==> src/fc_tx_pkg.sv <==
package fc_tx_pkg;
  // register byte offsets
  localparam logic [7:0] CTRL_OFF   = 8'h00;
  localparam logic [7:0] TXDATA_OFF = 8'h04;
  localparam logic [7:0] STATUS_OFF = 8'h08;
  // control field positions
  localparam int RATE_BIT  = 0;
  localparam int ALT_BIT   = 1;
  localparam int COMMA_BIT = 2;
  localparam int WRAP_BIT  = 3;
  localparam int ROUTEB_BIT = 4;
  localparam int ROUTEA_BIT = 5;
  localparam int CTRL_W    = 6;
  // control reset: low rate, no alternation, comma off, route code 0
  localparam logic [5:0] CTRL_RST = 6'h04;
  // status field positions
  localparam int COUNT_LSB  = 0;
  localparam int EMPTY_BIT  = 8;
  localparam int FULL_BIT   = 9;
  // character geometry
  localparam int LANE_W = 10;
  localparam int WORD_W = 20;
  localparam int FIFO_DEPTH = 32;
  // comma, a..j = 0011111010, bit a in bit 0
  localparam logic [9:0] K28_5_POS = 10'h17c;
  // byte period in pclk cycles, half period for lane 1 capture
  localparam logic [4:0] BYTE_CYCLES = 5'h14;
  localparam logic [4:0] HALF_CYCLES = 5'h0a;
  // route codes
  localparam logic [2:0] ROUTE_SI_LASER = 3'h6;
  localparam logic [2:0] ROUTE_SI_LOOP  = 3'h7;
endpackage

==> src/fc_tx_serializer_front_end.sv <==
// What this block does
// - rate select low: 531.25 Mbaud mode, only byte lane 0 sent.
// - rate select high: 1062.5 Mbaud mode, both byte lanes sent.
// - no line encoding applied; sender supplies 8B/10B characters.
// - from reset every transmit timing derives from the internal generator.
// - low rate: one lane 0 character captured each byte clock rising edge.
// - high rate, alternation off: both lanes captured together each edge.
// - high rate, alternation on: one byte captured per half byte clock.
// - alternation: lane 0 at rising edge, lane 1 half a cycle later.
// - comma force low: lane 0 data dropped, K28.5 sent instead.
// - forced comma is always the positive disparity form 0011111010.
// - latched 10 or 20 bits shift out serially straight to routing.
// - route a, route b, wrap form a 3-bit code choosing outputs.
// - code 0 laser only; code 1 loopback only; internal stream.
// - code 2 cable and laser; code 3 cable and loopback; internal.
// - code 4 cable only; code 5 laser and loopback; internal.
// - codes 6, 7: cable internal, external input on laser or loopback.
`timescale 1ns/10ps

module fc_tx_fifo #(
  parameter int W = 20,
  parameter int D = 32
) (
  // clock and reset
  input  wire logic                   pclk,
  input  wire logic                   presetn,
  // fill side
  input  wire logic                   in_valid,
  output logic                        in_ready,
  input  wire logic [W-1:0]           in_data,
  // drain side
  output logic                        out_valid,
  input  wire logic                   out_ready,
  output logic [W-1:0]                out_data,
  // fill level
  output logic [$clog2(D):0]          count
);
  localparam int AW = $clog2(D);
  logic [W-1:0]  mem_q [D];
  logic [AW-1:0] wr_q;
  logic [AW-1:0] rd_q;
  logic [AW:0]   cnt_q;
  wire           push = in_valid && in_ready;
  wire           pop  = out_valid && out_ready;

  // honest flags
  assign in_ready  = (cnt_q != (AW + 1)'(D));
  assign out_valid = (cnt_q != '0);
  assign out_data  = mem_q[rd_q];
  assign count     = cnt_q;

  // storage
  always_ff @(posedge pclk) begin
    if (push) begin
      mem_q[wr_q] <= in_data;
    end
  end

  // pointers and level
  always_ff @(posedge pclk or negedge presetn) begin
    if (!presetn) begin
      wr_q  <= '0;
      rd_q  <= '0;
      cnt_q <= '0;
    end else begin
      if (push) wr_q <= (wr_q == AW'(D - 1)) ? '0 : wr_q + 1'b1;
      if (pop) rd_q <= (rd_q == AW'(D - 1)) ? '0 : rd_q + 1'b1;
      cnt_q <= cnt_q + (AW + 1)'(push) - (AW + 1)'(pop);
    end
  end
endmodule

module fc_tx_serializer_front_end
  import fc_tx_pkg::*;
#(
  parameter int DEPTH = FIFO_DEPTH
) (
  // clock and reset
  input  wire logic        pclk,
  input  wire logic        presetn,
  // apb slave
  input  wire logic        psel,
  input  wire logic        penable,
  input  wire logic        pwrite,
  input  wire logic [7:0]  paddr,
  input  wire logic [31:0] pwdata,
  output logic [31:0]      prdata,
  output logic             pready,
  output logic             pslverr,
  // external serial input
  input  wire logic        ext_serial_in,
  // serial outputs
  output logic             cable_serial_out,
  output logic             laser_serial_out,
  output logic             loopback_serial_out,
  // output enables
  output logic             cable_enable,
  output logic             laser_enable,
  output logic             loopback_enable
);
  // routing table: {cable, laser, loopback} enables per code
  function automatic logic [2:0] route_enables(input logic [2:0] code);
    unique case (code)
      3'h0: route_enables = 3'b010;
      3'h1: route_enables = 3'b001;
      3'h2: route_enables = 3'b110;
      3'h3: route_enables = 3'b101;
      3'h4: route_enables = 3'b100;
      3'h5: route_enables = 3'b011;
      3'h6: route_enables = 3'b110;
      3'h7: route_enables = 3'b101;
    endcase
  endfunction

  logic [CTRL_W-1:0]     ctrl_q;
  logic [31:0]           prdata_q;
  logic [4:0]            div_q;
  logic [LANE_W-1:0]     lane0_q;
  logic [LANE_W-1:0]     lane1_q;
  logic                  alt_take_q;
  logic [WORD_W-1:0]     shift_q;
  logic                  cable_q;
  logic                  laser_q;
  logic                  loop_q;
  logic [2:0]            en_q;
  logic                  fifo_in_ready;
  logic                  fifo_valid;
  logic [WORD_W-1:0]     fifo_data;
  logic [$clog2(DEPTH):0] fifo_count;

  // control fields
  wire       rate_select       = ctrl_q[RATE_BIT];
  wire       alternating_capture_select = ctrl_q[ALT_BIT];
  wire       comma_force_n     = ctrl_q[COMMA_BIT];
  wire [2:0] route_code        = {ctrl_q[ROUTEA_BIT], ctrl_q[ROUTEB_BIT],
                                  ctrl_q[WRAP_BIT]};
  wire       alt_mode          = rate_select && alternating_capture_select;

  // apb decode
  wire       setup_ok  = psel && penable;
  wire       hit_ctrl  = (paddr == CTRL_OFF);
  wire       hit_data  = (paddr == TXDATA_OFF);
  wire       hit_stat  = (paddr == STATUS_OFF);
  wire       data_wr   = setup_ok && pwrite && hit_data;
  wire       push      = data_wr && fifo_in_ready;
  wire       ctrl_wr   = setup_ok && pwrite && hit_ctrl && pready;

  // a data write waits while the fifo is full
  assign pready  = !(data_wr && !fifo_in_ready);
  assign pslverr = setup_ok && !(hit_ctrl || hit_data || hit_stat);

  // read mux, sampled in the setup cycle so read data leaves a flop
  wire [31:0] stat_word = {22'h0, !fifo_in_ready, !fifo_valid, 2'h0,
                           6'(fifo_count)};
  wire        rd_setup  = psel && !penable && !pwrite;
  wire [31:0] rd_word   = hit_ctrl ? {26'h0, ctrl_q} :
                          hit_stat ? stat_word : 32'h0;

  // held through the access phase, cleared once the bus moves on
  always_ff @(posedge pclk or negedge presetn) begin
    if (!presetn) begin
      prdata_q <= 32'h0;
    end else if (rd_setup) begin
      prdata_q <= rd_word;
    end else if (!setup_ok) begin
      prdata_q <= 32'h0;
    end
  end

  assign prdata = prdata_q;

  // control register
  always_ff @(posedge pclk or negedge presetn) begin
    if (!presetn) begin
      ctrl_q <= CTRL_RST;
    end else if (ctrl_wr) begin
      ctrl_q <= pwdata[CTRL_W-1:0];
    end
  end

  // byte clock generator, all transmit timing from here
  wire byte_tick = (div_q == 5'h0);
  wire half_tick = (div_q == HALF_CYCLES);
  wire bit_en    = rate_select || !div_q[0];

  always_ff @(posedge pclk or negedge presetn) begin
    if (!presetn) begin
      div_q <= 5'h0;
    end else begin
      div_q <= (div_q == BYTE_CYCLES - 5'h1) ? 5'h0 : div_q + 5'h1;
    end
  end

  // character source, idles on comma when the fifo runs dry
  wire [LANE_W-1:0] head0 = fifo_valid ? fifo_data[LANE_W-1:0] : K28_5_POS;
  wire [LANE_W-1:0] head1 = fifo_valid ? fifo_data[WORD_W-1:LANE_W] : K28_5_POS;
  wire [LANE_W-1:0] lane0_d = comma_force_n ? head0 : K28_5_POS;
  wire pop_pair = byte_tick && !alt_mode && fifo_valid;
  wire pop_alt  = half_tick && alt_mode && alt_take_q;
  wire pop      = pop_pair || pop_alt;

  // input latch; characters pass unchanged, already encoded by sender
  always_ff @(posedge pclk or negedge presetn) begin
    if (!presetn) begin
      lane0_q    <= K28_5_POS;
      lane1_q    <= K28_5_POS;
      alt_take_q <= 1'b0;
    end else begin
      if (byte_tick) lane0_q <= lane0_d;
      if (byte_tick && !alt_mode) lane1_q <= head1;
      if (byte_tick) alt_take_q <= alt_mode && fifo_valid;
      if (half_tick && alt_mode) begin
        lane1_q <= alt_take_q ? head1 : K28_5_POS;
      end
    end
  end

  // frame shifter, lane 0 bit 0 leaves first
  always_ff @(posedge pclk or negedge presetn) begin
    if (!presetn) begin
      shift_q <= {K28_5_POS, K28_5_POS};
    end else if (byte_tick) begin
      shift_q <= {lane1_q, lane0_q};
    end else if (bit_en) begin
      shift_q <= {1'b0, shift_q[WORD_W-1:1]};
    end
  end

  wire ser_bit = shift_q[0];

  // output routing, idle low when off
  wire [2:0] en_d      = route_enables(route_code);
  wire       laser_src = (route_code == ROUTE_SI_LASER) ? ext_serial_in : ser_bit;
  wire       loop_src  = (route_code == ROUTE_SI_LOOP) ? ext_serial_in : ser_bit;

  always_ff @(posedge pclk or negedge presetn) begin
    if (!presetn) begin
      en_q    <= 3'h0;
      cable_q <= 1'b0;
      laser_q <= 1'b0;
      loop_q  <= 1'b0;
    end else begin
      en_q    <= en_d;
      cable_q <= en_d[2] && ser_bit;
      laser_q <= en_d[1] && laser_src;
      loop_q  <= en_d[0] && loop_src;
    end
  end

  assign cable_serial_out    = cable_q;
  assign laser_serial_out    = laser_q;
  assign loopback_serial_out = loop_q;
  assign cable_enable        = en_q[2];
  assign laser_enable        = en_q[1];
  assign loopback_enable     = en_q[0];

  // transmit buffer
  fc_tx_fifo #(
    .W (WORD_W),
    .D (DEPTH)
  ) u_fifo (
    .pclk      (pclk),
    .presetn   (presetn),
    .in_valid  (push),
    .in_ready  (fifo_in_ready),
    .in_data   (pwdata[WORD_W-1:0]),
    .out_valid (fifo_valid),
    .out_ready (pop),
    .out_data  (fifo_data),
    .count     (fifo_count)
  );

  // checks on capture, and on the forced comma loading into the shifter
  lane0_take_a: assert property (@(posedge pclk) disable iff (!presetn)
    byte_tick && comma_force_n && fifo_valid |=> lane0_q == $past(fifo_data[9:0]))
    else $error("lane 0 not captured at byte tick");
  comma_force_a: assert property (@(posedge pclk) disable iff (!presetn)
    byte_tick && !comma_force_n |=> lane0_q == K28_5_POS)
    else $error("forced comma missing or wrong form");
  comma_sent_a: assert property (@(posedge pclk) disable iff (!presetn)
    byte_tick && !comma_force_n ##20 1'b1 |=> shift_q[9:0] == K28_5_POS)
    else $error("comma not loaded into shifter");
  pair_take_a: assert property (@(posedge pclk) disable iff (!presetn)
    byte_tick && rate_select && !alternating_capture_select && fifo_valid
    |=> lane1_q == $past(fifo_data[19:10]) && lane0_q[9:0] == $past(lane0_d))
    else $error("lanes not captured together");
  alt_hold_a: assert property (@(posedge pclk) disable iff (!presetn)
    byte_tick && alt_mode && $stable(ctrl_q) |=> $stable(lane1_q))
    else $error("lane 1 moved at rising edge in alternating mode");
  alt_half_a: assert property (@(posedge pclk) disable iff (!presetn)
    byte_tick && alt_mode && fifo_valid && !pop ##10 half_tick && alt_mode
    |=> lane1_q == $past(head1, 1))
    else $error("lane 1 not taken half a cycle later");
  // checks on the shifter
  load_a: assert property (@(posedge pclk) disable iff (!presetn)
    byte_tick |=> shift_q == $past({lane1_q, lane0_q}))
    else $error("shifter not loaded at byte tick");
  fast_shift_a: assert property (@(posedge pclk) disable iff (!presetn)
    rate_select && !byte_tick |=> shift_q == {1'b0, $past(shift_q[19:1])})
    else $error("high rate shift missed");
  slow_shift_a: assert property (@(posedge pclk) disable iff (!presetn)
    !rate_select && !byte_tick && div_q[0] |=> $stable(shift_q))
    else $error("low rate shifted too fast");
  // checks on routing, then the low rate shift step
  route_zero_a: assert property (@(posedge pclk) disable iff (!presetn)
    route_code == 3'h0 |=> laser_enable && !cable_enable && !loopback_enable
      && laser_serial_out == $past(ser_bit))
    else $error("code 0 routing wrong");
  route_wrap_a: assert property (@(posedge pclk) disable iff (!presetn)
    route_code == 3'h6 |=> cable_enable && laser_enable && !loopback_enable
      && laser_serial_out == $past(ext_serial_in))
    else $error("code 6 routing wrong");
  route_both_a: assert property (@(posedge pclk) disable iff (!presetn)
    route_code == 3'h3 |=> cable_enable && loopback_enable && !laser_enable
      && loopback_serial_out == $past(ser_bit))
    else $error("code 3 routing wrong");
  route_five_a: assert property (@(posedge pclk) disable iff (!presetn)
    route_code == 3'h5 |=> !cable_enable && laser_enable && loopback_enable)
    else $error("code 5 routing wrong");
  idle_level_a: assert property (@(posedge pclk) disable iff (!presetn)
    (!cable_enable |-> !cable_serial_out) and (!laser_enable |-> !laser_serial_out)
      and (!loopback_enable |-> !loopback_serial_out))
    else $error("disabled output not idle");
  route_code_a: assert property (@(posedge pclk) disable iff (!presetn)
    route_code == 3'h7 |=> loopback_serial_out == $past(ext_serial_in) && cable_enable)
    else $error("code 7 routing wrong");
  route_one_a: assert property (@(posedge pclk) disable iff (!presetn)
    route_code == 3'h1 |=> loopback_enable && !cable_enable && !laser_enable
      && loopback_serial_out == $past(ser_bit))
    else $error("code 1 routing wrong");
  route_two_a: assert property (@(posedge pclk) disable iff (!presetn)
    route_code == 3'h2 |=> cable_enable && laser_enable && !loopback_enable
      && laser_serial_out == $past(ser_bit))
    else $error("code 2 routing wrong");
  route_four_a: assert property (@(posedge pclk) disable iff (!presetn)
    route_code == 3'h4 |=> cable_enable && !laser_enable && !loopback_enable
      && cable_serial_out == $past(ser_bit))
    else $error("code 4 routing wrong");
  slow_step_a: assert property (@(posedge pclk) disable iff (!presetn)
    !rate_select && !byte_tick && !div_q[0] |=> shift_q == {1'b0, $past(shift_q[19:1])})
    else $error("low rate shift missed");
  // checks on the byte timer
  byte_period_a: assert property (@(posedge pclk) disable iff (!presetn)
    byte_tick |-> ##20 byte_tick)
    else $error("byte period not twenty cycles");
  half_point_a: assert property (@(posedge pclk) disable iff (!presetn)
    byte_tick |-> ##10 half_tick)
    else $error("half point not mid period");
endmodule

==> config.mk <==
export PLATFORM = sky130hd
export DESIGN_NAME = fc_tx_serializer_front_end
export DESIGN_NICKNAME = d
export VERILOG_FILES = /design/src/fc_tx_pkg.sv /design/src/fc_tx_serializer_front_end.sv
export SDC_FILE = /design/constraint.sdc
export NUM_CORES = 1
export LEC_CHECK = 0
export ABC_CLOCK_PERIOD_IN_PS = 3900
export BUFFER_PORTS_ARGS = -buffer_cell sky130_fd_sc_hd__buf_2
export CAP_MARGIN = 15
export CORE_ASPECT_RATIO = 1.1
export CORE_MARGIN = 4
export CORE_UTILIZATION = 60
export CTS_CLUSTER_DIAMETER = 50
export DETAILED_ROUTE_END_ITERATION = 12
export PLACE_DENSITY = 0.74
export SLEW_MARGIN = 20
export SYNTH_ARGS = -nofsm -noshare
export SYNTH_HDL_FRONTEND = slang
export SYNTH_HIERARCHICAL = 1
export SYNTH_SLANG_ARGS = --single-unit
==> constraint.sdc <==
create_clock -name pclk -period 3.9 [get_ports pclk]
set_clock_uncertainty 0.2 [all_clocks]
set_input_delay 0.195 -clock pclk [delete_from_list [all_inputs] [get_ports pclk]]
set_output_delay 0.195 -clock pclk [all_outputs]
set_load 0.005 [all_outputs]
==> metrics.txt <==
outcome completed; Max clock buf depth 3; Post-synth EDFFs 640; Slew @ Worst Pin 970 ps; r2r startpoint u_fifo/rd_q[0]$_DFFE_PN0P_; Post-Route Setup TNS 0 ps; final setup fails 0; Compound-Gate Fraction of Synth Area 5.30%; register bit count reported by yosys 722; crit-path leading delay family compound AO/OA/AOI/OAI gates; Nets 1,715; Req. time, crit path 4150 ps; setup bufs post-CTS 0; CTS H-tree lvls 3; CTS buffer count 73; Ys Warns 6; Netlist cell types 67; Die Area 51,400 sq um; CP max stage delay 710 ps; main combinational cell family by area after synthesis multiplexers; Tcrit/Tclk final 84.2%; post-synthesis xor/xnor area fraction 0.122%; slowest stage cell on the critical path a211oi_1; ys flop type edfxtp_1; core region area 46,900 sq um; Final Critical Period 3280 ps; fmax 305 MHz; Final ANT Viol Nets 0; largest net degree at the start of global routing 74; Via density 6.23; initial antenna violation count 0; worst hold path class input port to asynchronous set/reset pin; Critical path buffers and inverters 1; final setup margin 617 ps; CP Class flop to flop; starting density of the core 61.1%; layout cells sized above 1 25.0%; Max Cap Viol 0; synthesized instance count 1,496; arrival time worst endpoint 3530 ps; reg2reg end lane0_q[7]$_DFFE_PN0P_; Leakage 11.6 nW; DR DRC count 0; Tot GR Track Use 23.4%; CTS tree yes; post-synthesis adder-cell area fraction 1.03%; drt wl/cell 25.5 microns; ANT cells 0; top-level I/O count 86; area grow syn2layout 13.4%; Avg Cell Area, Syn 19.2 sq um; DRT iter0 DRCs 1,415; Final Hold Fails 0; crit-path cells buf_12 > mux4_2 > a22o_1 > a211oi_1 > a21oi_1 > nand4_1 > o21ai_0; post_cts resized 0; CP Capture Type flop; startpoint types flop; FFs w/ async S/R, synth 11.4%; std cell rows 83; power per cell area 482 nW/um^2; Sink Count 722; Setup WS pre-CTS 724 ps; Syn Std Cell Area 28,700 sq um; fin. max-slew vios 0; First-pass DRT Iterations 5; post-synthesis mux area share 13.7%; placed wire-length estimate 35,100 microns; sequential share of the synthesized area 74.3%; worst-path maximum fanout 19; simple-gate share of the synthesized area 2.81%; first-pass GRT wire length 89,700 microns; Reg2Reg Setup Slack 620 ps; vias in the first global route 14,800; VDD IR max 0.000449 V; slew margin rel. 35.3%; cell depth of the worst flop-to-flop path 7; clock transition at the registers of the reported paths 60 ps; die height 237 microns; WL final 59,500 microns; RD Place Congestion 0.807; CTS root buffer clkbuf_16; total congestion overflow 0; RSZ-0062 raised after global routing no; Clock Latency Late Sink 600 ps; Chip Width 216 microns; vias post-DR 14,600; input/output buffers 49
[synthesized netlist by cell type (all sizes together) (3+ instances only)]
| cell type | count | area, sq um |
|---|---|---|
| nand2b | 3 | 18.8 |
| dfstp | 25 | 657 |
| nand4 | 5 | 31.3 |
| a211oi | 21 | 183 |
| mux2 | 10 | 139 |
| mux4 | 120 | 2700 |
| mux2i | 109 | 1090 |
| inv | 27 | 101 |
| nor2 | 55 | 206 |
| o221ai | 39 | 342 |
| nand3b | 4 | 30.0 |
| a21oi | 48 | 240 |
| a22o | 25 | 219 |
| dfrtp | 57 | 1430 |
| o21ai | 43 | 215 |
| o22a | 6 | 52.6 |
| nand2 | 53 | 199 |
| nor2b | 3 | 18.8 |
| nand3 | 12 | 60.1 |
| ha | 22 | 275 |
| and2 | 4 | 25.0 |
| edfxtp | 640 | 19200 |
| clkbuf | 36 | 135 |
| a22oi | 19 | 143 |
| buf | 67 | 548 |
[flip-flops by register name, summed over array words and instances (netlist names)]
| register | count |
|---|---|
| u_fifo/mem_q | 640 |
| shift_q | 20 |
| lane0_q | 10 |
| lane1_q | 10 |
| prdata | 8 |
| ctrl_q | 6 |
| u_fifo/count | 6 |
| div_q | 5 |
| u_fifo/rd_q | 5 |
| u_fifo/wr_q | 5 |
| en_q | 3 |
| alt_take_q | 1 |
| cable_serial_out | 1 |
| laser_serial_out | 1 |
| loopback_serial_out | 1 |
[routing by layer]
| layer | wire length, microns | GRT usage (%) |
|---|---|---|
| met5 | 0 | 0 |
| met3 | 4670 | 4.62 |
| met4 | 1230 | 6.91 |
| met2 | 30100 | 38.7 |
| met1 | 23400 | 32.2 |
[cells by family after synthesis]
kind of cell / Yosys count
AO/OA/AOI/OAI: 215
adder cells (fa/ha/maj): 23
AND/OR/NAND/NOR: 162
buffers and inverters: 130
flip-flops: 722
other: 1
XOR/XNOR: 4
multiplexers: 239
[per-stage QoR]
step                      utilization, %  instances  hold slack, ps  power [mW]  area, sq um
after floorplan                        -       1519            -301        8.93        28800
after global placement              63.7       2172             118        9.08        29900
after detailed placement            63.7       2172             129        9.11        29900
after CTS                           69.3       2335            47.4        15.8        32500
after global routing                69.3       2335             113        16.2        32500
final                               69.3       2335            34.5        15.7        32500
[cells in the final DEF (no fill, tap or decap), types with 16 or more instances in the layout]
master	Yosys	final
edfxtp_1	640	640
mux4_2	120	120
mux2i_1	108	108
clkbuf_16	0	75
buf_4	30	62
dfrtp_1	57	54
nand2_1	53	53
a21oi_1	48	48
buf_2	12	48
o221ai_1	39	39
o21ai_0	38	38
dlygate4sd3_1	0	36
nor2_2	0	32
inv_1	25	25
a22o_1	25	25
dfstp_2	25	25
conb_1	1	24
nor2_1	55	22
ha_1	22	22
clkbuf_1	36	19
a22oi_1	19	19
a211oi_1	16	16
[power breakdown]
part | internal [mW] | total [mW] | switching (mW)
sequential | 8.46 | 8.49 | 0.0279
combinational | 0.184 | 0.496 | 0.312
clock | 3.93 | 6.68 | 2.76
total | 12.6 | 15.7 | 3.10
[worst register-to-register path: cells and delay by family, from the launching register on]
| kind | cells | cell delay [ps] |
|---|---|---|
| AOI/OAI and AO/OA | 4 | 1240 |
| buffers and inverters | 1 | 290 |
| DFF | 1 | 700 |
| muxes | 1 | 540 |
| and+or+nand+nor | 1 | 170 |
[worst max path at each step]
stage                                     from                        end  depth (start not counted)
floorplan                   div_q[0]$_DFF_PN0_  u_fifo/count[4]$_DFF_PN0_                         17
global placement            div_q[0]$_DFF_PN0_  u_fifo/count[4]$_DFF_PN0_                         15
detailed placement          div_q[0]$_DFF_PN0_  u_fifo/count[5]$_DFF_PN0_                         14
CTS                 u_fifo/rd_q[0]$_DFFE_PN0P_     lane0_q[7]$_DFFE_PN0P_                          7
global route        u_fifo/rd_q[0]$_DFFE_PN0P_     lane0_q[7]$_DFFE_PN0P_                          7
finish              u_fifo/rd_q[0]$_DFFE_PN0P_     lane0_q[7]$_DFFE_PN0P_                          7
[cell type report]
class	count	area (sq um)
Tap cell	637	797
Clock inverter	33	325
Timing Repair Buffer	155	1250
Sequential cell	722	21300
Fill cell	2948	14400
Multi-Input combinational cell	667	6780
Clock buffer	94	1950
Inverter	27	101
[what timing repair did]
item / 4_1_cts / 5_1_grt
setup endpoints to repair: 0 / 0
hold endpoints to repair: 710 / 0
hold buffers: 36 / 0
Power figures use the tool's default switching activity.
